===== src/common/fault_pkg.sv =====
// package for the servo drive fault manager: alarm codes, history depth, structs
// assumes one 25 MHz clock and synchronous active-high reset
package fault_pkg;

    localparam int CLK_HZ = 25_000_000;
    localparam int CODE_W = 8;
    localparam int HIST_DEPTH = 8;
    localparam int HIST_AW = 3;

    // alarm codes as reported on the fieldbus, packed two hex digits
    localparam logic [7:0] CODE_PARAM = 8'h00;
    localparam logic [7:0] CODE_OVERCURRENT = 8'h10;
    localparam logic [7:0] CODE_OVERVOLT = 8'h40;
    localparam logic [7:0] CODE_OVERSPEED = 8'h51;
    localparam logic [7:0] CODE_OVERLOAD = 8'h70;
    localparam logic [7:0] CODE_HARDWARE = 8'hB0;
    localparam logic [7:0] CODE_ENCODER = 8'hC0;
    localparam logic [7:0] CODE_ABS_ENC = 8'h80;
    localparam logic [7:0] CODE_WARNING = 8'h90;
    localparam logic [7:0] CODE_POS_ERR = 8'hD0;
    localparam logic [7:0] CODE_COMM = 8'hE0;
    localparam logic [7:0] CODE_POWER_LOSS = 8'hF3;
    localparam logic [7:0] CODE_NONE = 8'h99;

    // fault detector inputs, one bit per condition
    typedef struct packed {
        logic param_err;
        logic abs_data_err;
        logic overcurrent;
        logic heatsink_hot;
        logic overvolt;
        logic overspeed;
        logic overload;
        logic hw_err;
        logic phase_err;
        logic overrun;
        logic enc_line_broken;
        logic abs_enc_alarm;
        logic pos_err_overflow;
        logic sync_err;
        logic comm_err;
        logic early_power_on;
    } fault_in_t;

    // host command strobes
    typedef struct packed {
        logic fault_clear_cmd;
        logic servo_disable_cmd;
        logic servo_enable_cmd;
        logic hist_rd;
        logic [HIST_AW-1:0] hist_idx;
    } host_cmd_t;

    typedef struct packed {
        logic power_on;
        logic comm_active;
        logic fault;
    } led_t;

endpackage


===== src/rtl/fault_history_mem.sv =====
// fault_history_mem: small memory holding past alarm and warning codes
// assumes write strobe and read address synchronous to i_clk
`timescale 1ns/1ps
module fault_history_mem import fault_pkg::*; #(
    parameter int DEPTH = HIST_DEPTH,
    parameter int AW = HIST_AW,
    parameter int W = CODE_W
) (
    // clock
    input wire logic i_clk,
    // write side
    input wire logic i_we,
    input wire logic [AW-1:0] i_waddr,
    input wire logic [W-1:0] i_wdata,
    // read side
    input wire logic [AW-1:0] i_raddr,
    output logic [W-1:0] o_rdata
);
    logic [W-1:0] mem [DEPTH];

    always_ff @(posedge i_clk) begin
        if (i_we) begin
            mem[i_waddr] <= i_wdata;
        end
        o_rdata <= mem[i_raddr];
    end
endmodule // fault_history_mem


===== src/rtl/servo_drive_fault_manager.sv =====
// servo_drive_fault_manager: alarm latching, code selection, brake and outputs
// assumes all inputs synchronous to the 25 MHz clock; host link decoded outside
`timescale 1ns/1ps
// How it works
// - brake on alarm, servo-off or power loss
// - any trip disables power stage, alarm state
// - alarm sends details, red lamp, fault output off
// - details on fieldbus and status output
// - parameter or absolute data error gives 00
// - overcurrent or overheating gives 10
// - bus overvoltage gives 40
// - overspeed gives 51
// - overload gives 7x code
// - hardware fault gives B code
// - encoder faults give Cx, absolute gives 8x
// - warning 9x keeps status output on
// - position error overflow gives D0
// - fieldbus errors give E code
// - early power reapply gives F3
// - no alarm reports 99, output on
// - history readable by host
// - clear command leaves alarm state when no fault is present
// - green power and link lamps
// - regen unit opens contact on fault
module servo_drive_fault_manager import fault_pkg::*; #(
    parameter int DEPTH = HIST_DEPTH,
    parameter int AW = HIST_AW
) (
    // clock and reset
    input wire logic i_clk,
    input wire logic i_rst,
    // fault detectors and power state
    input wire fault_in_t i_faults,
    input wire logic i_warn_cmd_err,
    input wire logic i_power_good,
    input wire logic i_comm_active,
    input wire logic i_regen_contact_closed,
    // host commands
    input wire host_cmd_t i_cmd,
    // drive outputs
    output logic o_power_stage_en,
    output logic o_dyn_brake,
    output logic o_fault_output,
    output logic o_alarm_status_output,
    output logic o_regen_power_cut,
    // host report
    output logic [CODE_W-1:0] o_alarm_code,
    output logic o_alarm_report,
    output logic [CODE_W-1:0] o_hist_code,
    output logic o_hist_valid,
    // panel lamps
    output led_t o_leds
);

    typedef struct packed {
        logic alarm;
        logic warn;
        logic servo_on;
        logic [CODE_W-1:0] code;
        logic report;
        logic [AW-1:0] wptr;
        logic hist_valid;
    } state_t;

    state_t st;
    state_t next_st;
    logic trip;
    logic [CODE_W-1:0] trip_code;
    logic hist_we;
    logic [CODE_W-1:0] hist_rdata;

    // priority encoder from fault inputs to code
    always_comb begin
        trip = 1'b1;
        trip_code = CODE_NONE;
        if (i_faults.hw_err) begin
            trip_code = CODE_HARDWARE;
        end else if (i_faults.overcurrent || i_faults.heatsink_hot) begin
            trip_code = CODE_OVERCURRENT;
        end else if (i_faults.overvolt) begin
            trip_code = CODE_OVERVOLT;
        end else if (i_faults.early_power_on) begin
            trip_code = CODE_POWER_LOSS;
        end else if (i_faults.overspeed) begin
            trip_code = CODE_OVERSPEED;
        end else if (i_faults.overload) begin
            trip_code = CODE_OVERLOAD;
        end else if (i_faults.phase_err || i_faults.overrun || i_faults.enc_line_broken) begin
            trip_code = CODE_ENCODER;
        end else if (i_faults.abs_enc_alarm) begin
            trip_code = CODE_ABS_ENC;
        end else if (i_faults.pos_err_overflow) begin
            trip_code = CODE_POS_ERR;
        end else if (i_faults.sync_err || i_faults.comm_err) begin
            trip_code = CODE_COMM;
        end else if (i_faults.param_err || i_faults.abs_data_err) begin
            trip_code = CODE_PARAM;
        end else begin
            trip = 1'b0;
        end
    end

    always_comb begin
        next_st = st;
        next_st.report = 1'b0;
        next_st.hist_valid = i_cmd.hist_rd;
        hist_we = 1'b0;
        if (i_cmd.servo_disable_cmd) begin
            next_st.servo_on = 1'b0;
        end else if (i_cmd.servo_enable_cmd && !st.alarm) begin
            next_st.servo_on = 1'b1;
        end
        if (i_cmd.fault_clear_cmd && !trip) begin
            next_st.alarm = 1'b0;
            next_st.warn = 1'b0;
            next_st.code = CODE_NONE;
        end
        if (trip && !st.alarm) begin
            // a trip in the clear cycle wins over the clear
            next_st.alarm = 1'b1;
            next_st.warn = 1'b0;
            next_st.servo_on = 1'b0;
            next_st.code = trip_code;
            next_st.report = 1'b1;
            hist_we = 1'b1;
        end else if (i_warn_cmd_err && !st.alarm && !st.warn) begin
            next_st.warn = 1'b1;
            next_st.code = CODE_WARNING;
            next_st.report = 1'b1;
            hist_we = 1'b1;
        end
        if (hist_we) begin
            next_st.wptr = AW'(st.wptr + 1'b1);
        end
    end

    always_ff @(posedge i_clk) begin
        if (i_rst) begin
            st.alarm <= 1'b0;
            st.warn <= 1'b0;
            st.servo_on <= 1'b0;
            st.code <= CODE_NONE;
            st.report <= 1'b0;
            st.wptr <= '0;
            st.hist_valid <= 1'b0;
        end else begin
            st <= next_st;
        end
    end

    fault_history_mem #(
        .DEPTH(DEPTH),
        .AW(AW),
        .W(CODE_W)
    ) u_hist (
        .i_clk(i_clk),
        .i_we(hist_we),
        .i_waddr(st.wptr),
        .i_wdata(trip ? trip_code : CODE_WARNING),
        .i_raddr(AW'(st.wptr - 1'b1 - i_cmd.hist_idx)),
        .o_rdata(hist_rdata)
    );

    // power stage, brake and status outputs
    always_comb begin
        o_power_stage_en = st.servo_on && !st.alarm && i_power_good;
        o_dyn_brake = st.alarm || !st.servo_on || !i_power_good;
        o_fault_output = !st.alarm;
        o_alarm_status_output = !st.alarm;
        o_regen_power_cut = !i_regen_contact_closed;
        o_alarm_code = st.code;
        o_alarm_report = st.report;
        o_hist_code = hist_rdata;
        o_hist_valid = st.hist_valid;
        o_leds.power_on = i_power_good;
        o_leds.comm_active = i_comm_active;
        o_leds.fault = st.alarm;
    end

    a_brake_on_alarm: assert property (@(posedge i_clk) disable iff (i_rst)
        st.alarm |-> o_dyn_brake && !o_power_stage_en)
        else $error("brake not engaged during alarm");

    a_trip_latches: assert property (@(posedge i_clk) disable iff (i_rst)
        (trip && !st.alarm) |=> st.alarm && o_alarm_report && st.code == $past(trip_code))
        else $error("trip did not latch alarm");

    a_fault_out_low: assert property (@(posedge i_clk) disable iff (i_rst)
        st.alarm |-> !o_fault_output && o_leds.fault && !o_alarm_status_output)
        else $error("alarm outputs wrong");

    a_overvolt_code: assert property (@(posedge i_clk) disable iff (i_rst)
        (!st.alarm && i_faults.overvolt && !i_faults.hw_err && !i_faults.overcurrent
        && !i_faults.heatsink_hot) |=> o_alarm_code == CODE_OVERVOLT)
        else $error("overvoltage code wrong");

    a_hw_code: assert property (@(posedge i_clk) disable iff (i_rst)
        (!st.alarm && i_faults.hw_err) |=> o_alarm_code == CODE_HARDWARE)
        else $error("hardware code wrong");

    a_warn_status_on: assert property (@(posedge i_clk) disable iff (i_rst)
        (o_alarm_code == CODE_WARNING) |-> o_alarm_status_output)
        else $error("warning turned status off");

    a_none_code: assert property (@(posedge i_clk) disable iff (i_rst)
        (!st.alarm && !st.warn) |-> o_alarm_code == CODE_NONE && o_alarm_status_output)
        else $error("idle code not 99");

    a_clear_leaves: assert property (@(posedge i_clk) disable iff (i_rst)
        (st.alarm && i_cmd.fault_clear_cmd && !trip) |=> !st.alarm)
        else $error("clear did not leave alarm");

    a_alarm_held: assert property (@(posedge i_clk) disable iff (i_rst)
        (st.alarm && !i_cmd.fault_clear_cmd) |=> st.alarm && $stable(o_alarm_code))
        else $error("alarm dropped without clear");

    a_regen_cut: assert property (@(posedge i_clk) disable iff (i_rst)
        !i_regen_contact_closed |-> o_regen_power_cut)
        else $error("regen contact open but power kept");

    a_param_code: assert property (@(posedge i_clk) disable iff (i_rst)
        (!st.alarm && i_faults == fault_in_t'{param_err: 1'b1, default: 1'b0})
        |=> o_alarm_code == CODE_PARAM && !o_alarm_status_output)
        else $error("parameter code wrong");

    a_abs_data_code: assert property (@(posedge i_clk) disable iff (i_rst)
        (!st.alarm && i_faults == fault_in_t'{abs_data_err: 1'b1, default: 1'b0})
        |=> o_alarm_code == CODE_PARAM && !o_alarm_status_output)
        else $error("absolute data code wrong");

    a_overcurrent_code: assert property (@(posedge i_clk) disable iff (i_rst)
        (!st.alarm && i_faults == fault_in_t'{overcurrent: 1'b1, default: 1'b0})
        |=> o_alarm_code == CODE_OVERCURRENT && !o_alarm_status_output)
        else $error("overcurrent code wrong");

    a_heatsink_code: assert property (@(posedge i_clk) disable iff (i_rst)
        (!st.alarm && i_faults == fault_in_t'{heatsink_hot: 1'b1, default: 1'b0})
        |=> o_alarm_code == CODE_OVERCURRENT && !o_alarm_status_output)
        else $error("overheat code wrong");

    a_overspeed_code: assert property (@(posedge i_clk) disable iff (i_rst)
        (!st.alarm && i_faults == fault_in_t'{overspeed: 1'b1, default: 1'b0})
        |=> o_alarm_code == CODE_OVERSPEED && !o_alarm_status_output)
        else $error("overspeed code wrong");

    a_overload_code: assert property (@(posedge i_clk) disable iff (i_rst)
        (!st.alarm && i_faults == fault_in_t'{overload: 1'b1, default: 1'b0})
        |=> o_alarm_code == CODE_OVERLOAD && !o_alarm_status_output)
        else $error("overload code wrong");

    a_phase_code: assert property (@(posedge i_clk) disable iff (i_rst)
        (!st.alarm && i_faults == fault_in_t'{phase_err: 1'b1, default: 1'b0})
        |=> o_alarm_code == CODE_ENCODER && !o_alarm_status_output)
        else $error("phase error code wrong");

    a_overrun_code: assert property (@(posedge i_clk) disable iff (i_rst)
        (!st.alarm && i_faults == fault_in_t'{overrun: 1'b1, default: 1'b0})
        |=> o_alarm_code == CODE_ENCODER && !o_alarm_status_output)
        else $error("overrun code wrong");

    a_line_broken_code: assert property (@(posedge i_clk) disable iff (i_rst)
        (!st.alarm && i_faults == fault_in_t'{enc_line_broken: 1'b1, default: 1'b0})
        |=> o_alarm_code == CODE_ENCODER && !o_alarm_status_output)
        else $error("broken line code wrong");

    a_abs_enc_code: assert property (@(posedge i_clk) disable iff (i_rst)
        (!st.alarm && i_faults == fault_in_t'{abs_enc_alarm: 1'b1, default: 1'b0})
        |=> o_alarm_code == CODE_ABS_ENC && !o_alarm_status_output)
        else $error("absolute encoder code wrong");

    a_pos_err_code: assert property (@(posedge i_clk) disable iff (i_rst)
        (!st.alarm && i_faults == fault_in_t'{pos_err_overflow: 1'b1, default: 1'b0})
        |=> o_alarm_code == CODE_POS_ERR && !o_alarm_status_output)
        else $error("position error code wrong");

    a_sync_code: assert property (@(posedge i_clk) disable iff (i_rst)
        (!st.alarm && i_faults == fault_in_t'{sync_err: 1'b1, default: 1'b0})
        |=> o_alarm_code == CODE_COMM && !o_alarm_status_output)
        else $error("sync error code wrong");

    a_comm_code: assert property (@(posedge i_clk) disable iff (i_rst)
        (!st.alarm && i_faults == fault_in_t'{comm_err: 1'b1, default: 1'b0})
        |=> o_alarm_code == CODE_COMM && !o_alarm_status_output)
        else $error("comm error code wrong");

    a_power_loss_code: assert property (@(posedge i_clk) disable iff (i_rst)
        (!st.alarm && i_faults == fault_in_t'{early_power_on: 1'b1, default: 1'b0})
        |=> o_alarm_code == CODE_POWER_LOSS && !o_alarm_status_output)
        else $error("power loss code wrong");

    a_warn_latch: assert property (@(posedge i_clk) disable iff (i_rst)
        (!st.alarm && !st.warn && !trip && i_warn_cmd_err)
        |=> o_alarm_code == CODE_WARNING && o_alarm_report && o_alarm_status_output)
        else $error("warning not reported");

    a_clear_warn: assert property (@(posedge i_clk) disable iff (i_rst)
        (st.warn && !st.alarm && i_cmd.fault_clear_cmd && !trip)
        |=> !st.warn && o_alarm_code == CODE_NONE)
        else $error("clear did not drop warning");

    a_trip_wins: assert property (@(posedge i_clk) disable iff (i_rst)
        (st.alarm && trip)
        |=> st.alarm)
        else $error("alarm cleared while fault present");

    a_report_code: assert property (@(posedge i_clk) disable iff (i_rst)
        o_alarm_report
        |-> o_alarm_code != CODE_NONE)
        else $error("report without code");

    a_lamps_follow: assert property (@(posedge i_clk) disable iff (i_rst)
        o_leds.power_on == i_power_good
        && o_leds.comm_active == i_comm_active)
        else $error("green lamps wrong");

    a_power_loss_brake: assert property (@(posedge i_clk) disable iff (i_rst)
        !i_power_good
        |-> o_dyn_brake && !o_power_stage_en)
        else $error("brake off without power");

    a_servo_off_brake: assert property (@(posedge i_clk) disable iff (i_rst)
        i_cmd.servo_disable_cmd
        |=> o_dyn_brake)
        else $error("brake off after servo off");

    a_no_enable_alarm: assert property (@(posedge i_clk) disable iff (i_rst)
        st.alarm
        |=> !st.servo_on)
        else $error("servo enabled during alarm");

    a_hist_read: assert property (@(posedge i_clk) disable iff (i_rst)
        i_cmd.hist_rd
        |=> o_hist_valid)
        else $error("history read not answered");

    a_trip_history: assert property (@(posedge i_clk) disable iff (i_rst)
        (trip && !st.alarm)
        |=> st.wptr == AW'($past(st.wptr) + 1'b1))
        else $error("trip not written to history");

endmodule // servo_drive_fault_manager


===== config.mk =====
export PLATFORM = sky130hd
export DESIGN_NAME = servo_drive_fault_manager
export DESIGN_NICKNAME = d
export VERILOG_FILES = /design/src/common/fault_pkg.sv /design/src/rtl/fault_history_mem.sv /design/src/rtl/servo_drive_fault_manager.sv
export SDC_FILE = /design/constraint.sdc
export NUM_CORES = 1
export LEC_CHECK = 0
export ABC_CLOCK_PERIOD_IN_PS = 2520
export BUFFER_PORTS_ARGS = -buffer_cell sky130_fd_sc_hd__buf_2
export CORE_MARGIN = 1
export CORE_UTILIZATION = 30
export DETAILED_ROUTE_END_ITERATION = 7
export PLACE_DENSITY = 0.55
export SLEW_MARGIN = 40
export SYNTH_ARGS = -nofsm -noshare
export SYNTH_HDL_FRONTEND = slang
export SYNTH_SLANG_ARGS = --single-unit

===== constraint.sdc =====
create_clock -name i_clk -period 2.52 [get_ports i_clk]
set_input_delay 0.252 -clock i_clk [delete_from_list [all_inputs] [get_ports i_clk]]
set_output_delay 0.252 -clock i_clk [all_outputs]
set_load 0.01 [all_outputs]

==> summary.md <==
| Metric | Value |
|---|---|
| First-pass GRT wire length | around 10000 um |
| Pin count of the biggest net entering global routing | 25 |
| Clock Skew | 0.00770 ns |
| Cell Chain, Critical Path | ha_1, inv_1, fa_1, xor3_1, buf_12, mux2i_1, a22o_1, nor2_1 |
| Initial Utilization | 31.3% |
| Max cap viols | 0 |
| DR vias/cell | around 4.6 |
| VDD IR-drop max | between 0.3 and 0.4 mV |
| Area Growth Syn to Fin | 18.3% |
| Max Root-Sink Buffers | 2 |
| Top cells by area, synth | edfxtp_1, dfxtp_1, mux2i_1 |
| Crit path capture | u_hist.o_rdata[7] |
| CTS clk-pin slew, worst paths | approximately 0.07 ns |
| Post-synth EDFFs | 48 |
| Crit end category | register |
| Layout Nets | approximately 320 |
| LEAKAGE | about 1.4 nW |
| HPWL after DPL | 4440 um |
| Final setup fails | 0 |
| RSZ-0062 raised after global routing | no |
| Largest family of logic cells by synthesized area | compound AO/OA/AOI/OAI gates |
| Synth warnings | 0 |
| Status | finished clean |
| Post-Synthesis Cells | roughly 230 |
| Final Hold Fails | 0 |
| Post-CTS sizing | 0 |
| Post-route insts no fill | between 400 and 500 |
| Sequential fraction of the synthesis area | approximately three fifths |
| Clk Latency, worst-skew pair | about 0.34 ns |
| R2r startpoint | st[1] |
| Required @ worst endpoint | between 2 and 3 ns |
| Synth Area in Adders | 1.46% |
| H-tree depth | 3 |
| Residual DRC | 0 |
| Diodes inserted | 0 |
| Power Density | just over 700 nW/um^2 |
| WL per Instance | roughly 15 um |
| Final min period | about 2.2 ns |
| Detailed Routing Iterations Pass 1 | 5 |
| Compound-Gate Fraction of Synth Area | 10.5% |
| Placed cells | 409 |
| Reg2reg setup slack | around 0.3 ns |
| DRT antenna net count | 0 |
| Crit Path Max Fanout | 24 |
| Area fraction of the dominant cell type after synthesis | between 40% and 50% |
| Initial antenna violation count | 0 |
| Die area | roughly 11000 sq um |
| Vias in the first global route | 1943 |
| Ports | 55 |
| CTS Root Cell | clkbuf_8 |
| Crit path max-delay family | adder cells |
| Slew Limit Fails | 0 |
| Die width | ~100 um |
| Avg Cell Area, Syn | 13.2 sq um |
| WS Path Type | reg -> reg |
| Core Region | 9860 sq um |
| Slowest stage delay, CP | roughly 0.52 ns |
| Clk sinks | 69 |
| PnR worst setup slack | 0.306 ns |
| Crit path buffers/inverters | 2 |
| Global Route Usage Sum | between 10% and 20% |
| Post-CTS Hold Buffers | 0 |
| Final period util | slightly below 90% |
| # Post-CTS Setup Buffers | 0 |
| Async S/R FF share, synth | 0% |
| Dominant synthesized flop cell | edfxtp_1 |
| Startpoint types | register |
| Pre-CTS setup slack | between 0.3 and 0.4 ns |
| Via count | approximately 2000 |
| CTS tree | built |
| Multiplexer share of the synthesized area | between 8 and 9% |
| CP max-delay cell | dfxtp_1 |
| Synth unique cells | 52 |
| Synth Area in Simple Gates | roughly a tenth |
| XOR/XNOR Fraction of Synth Area | 0.771% |
| Port Buf Inserts | approximately 50 |
| Slew @ Worst Pin | 0.720 ns |
| Fin util | ~37% |
| Synth Register Bits | around 70 |
| Biggest area consumer among synthesized cells | edfxtp_1 |
| RR Endpoint | u_hist.o_rdata[7] |
| Fmax | between 400 and 500 MHz |
| Setup TNS | 0 ns |
| Initial drt markers | 63 |
| Mapped Area | between 3000 and 4000 sq um |
| WP depth | 8 |
| CP startpoint | st[1] |
| Register-to-Register Path Depth | 8 |
| Total congestion overflow | 0 |
| Cts bufs inserted | 9 |
| Final wirelength | 6270 um |
| Hold Crit Class | in -> reg |
| Share of cells above drive strength 1 | approximately 30% |
| Arr. time, crit path | approximately 2.5 ns |
| Die Y-Extent | 103 um |
| Worst slew margin | about half |
| GP Congestion | about 0.78 |
| Cell row count | 36 |
| Fill cell count | 997 |
==> power breakdown <==
group          total [mW]  internal (mW)  switching (mW)
clock               0.956          0.557           0.399
combinational       0.367          0.171           0.196
sequential           1.29           1.27          0.0235
==> how the worst min path moves through the flow <==
| stage | from | end | slack, ns | cells after the start |
|---|---|---|---|---|
| 2_1_floorplan | i_cmd[5] | st[13] | 0.33 | 1 |
| 3_3_place_gp | i_cmd[5] | st[13] | 0.42 | 2 |
| 3_5_place_dp | i_cmd[5] | st[13] | 0.43 | 2 |
| 4_1_cts | i_cmd[5] | st[13] | 0.06 | 2 |
| 5_1_grt | i_cmd[5] | st[13] | 0.07 | 2 |
| 6_report | i_cmd[5] | st[13] | 0.08 | 2 |
==> cell usage after synthesis, types with 2 or more instances <==
cell type  instances
a21oi_1            6
a22o_1            12
and2_1             4
buf_1              3
buf_4             14
buf_6              3
dfxtp_1           21
edfxtp_1          48
ha_1               2
inv_1             14
mux2_2             2
mux2i_1           25
nand2_1            6
nand2b_1           2
nand3_1            2
nor2_1            13
nor2b_1            5
nor3_1             6
nor4_1             5
nor4b_1            4
o21ai_0            2
o31ai_1            2
o32ai_1            2
o41ai_1            2
==> metrics by stage <==
step	area [sq um]	hold slack (ns)	power [mW]
final	3650	0.0756	2.61
after global routing	3650	0.0665	2.73
after CTS	3650	0.0561	2.64
after detailed placement	3440	0.432	1.69
after global placement	3440	0.419	1.69
after floorplan	3090	0.331	1.57
==> cells by family after synthesis <==
kind of cell / after synthesis
flops: 69
simple gates: 55
compound gates: 39
buf+inv: 38
mux: 27
fa+ha+maj: 3
other cells: 1
xor+xnor: 1
==> routing by layer <==
layer	routed length, um	track usage (%)
met5	0	0
met4	91	4.88
met3	362	4.50
met2	2980	21.7
met1	2830	16.9
==> flip-flops by register name, indices dropped and copies added (netlist names) <==
signal and cells:
u_hist.mem 48, o_alarm_code 7, u_hist.o_rdata 6, st 5
o_hist_valid 1, o_alarm_report 1, o_leds 1
==> area by class of cell <==
cell class                      instances  area [sq um]  share of cell area, %
Multi-Input combinational cell        128           983                   26.9
Timing Repair Buffer                   65           378                   10.4
Tap cell                              133           166                   4.56
Inverter                               14          52.6                   1.44
Clock inverter                          4          72.6                   1.99
Sequential cell                        69          1860                   51.0
Clock buffer                           12           135                   3.70
==> layout by cell type (no fill, tap or decap), types with 2 or more instances in the layout <==
master and n:
o31ai_1 2, dfxtp_1 21, bufinv_16 2, o41ai_1 2
a21oi_1 6, edfxtp_1 48, clkbuf_1 3, conb_1 3
nand2b_1 2, o21ai_0 2, a22o_1 12, mux2_2 2
nor4_1 5, clkbuf_8 9, inv_1 14, nand2_1 6
o32ai_1 2, buf_2 49, nor2_1 13, nor4b_1 4
buf_4 15, ha_1 2, mux2i_1 25, nand3_1 2
nor3_1 6, and2_1 4, nor2b_1 5
No activity file was read; power rests on OpenSTA's default activity.
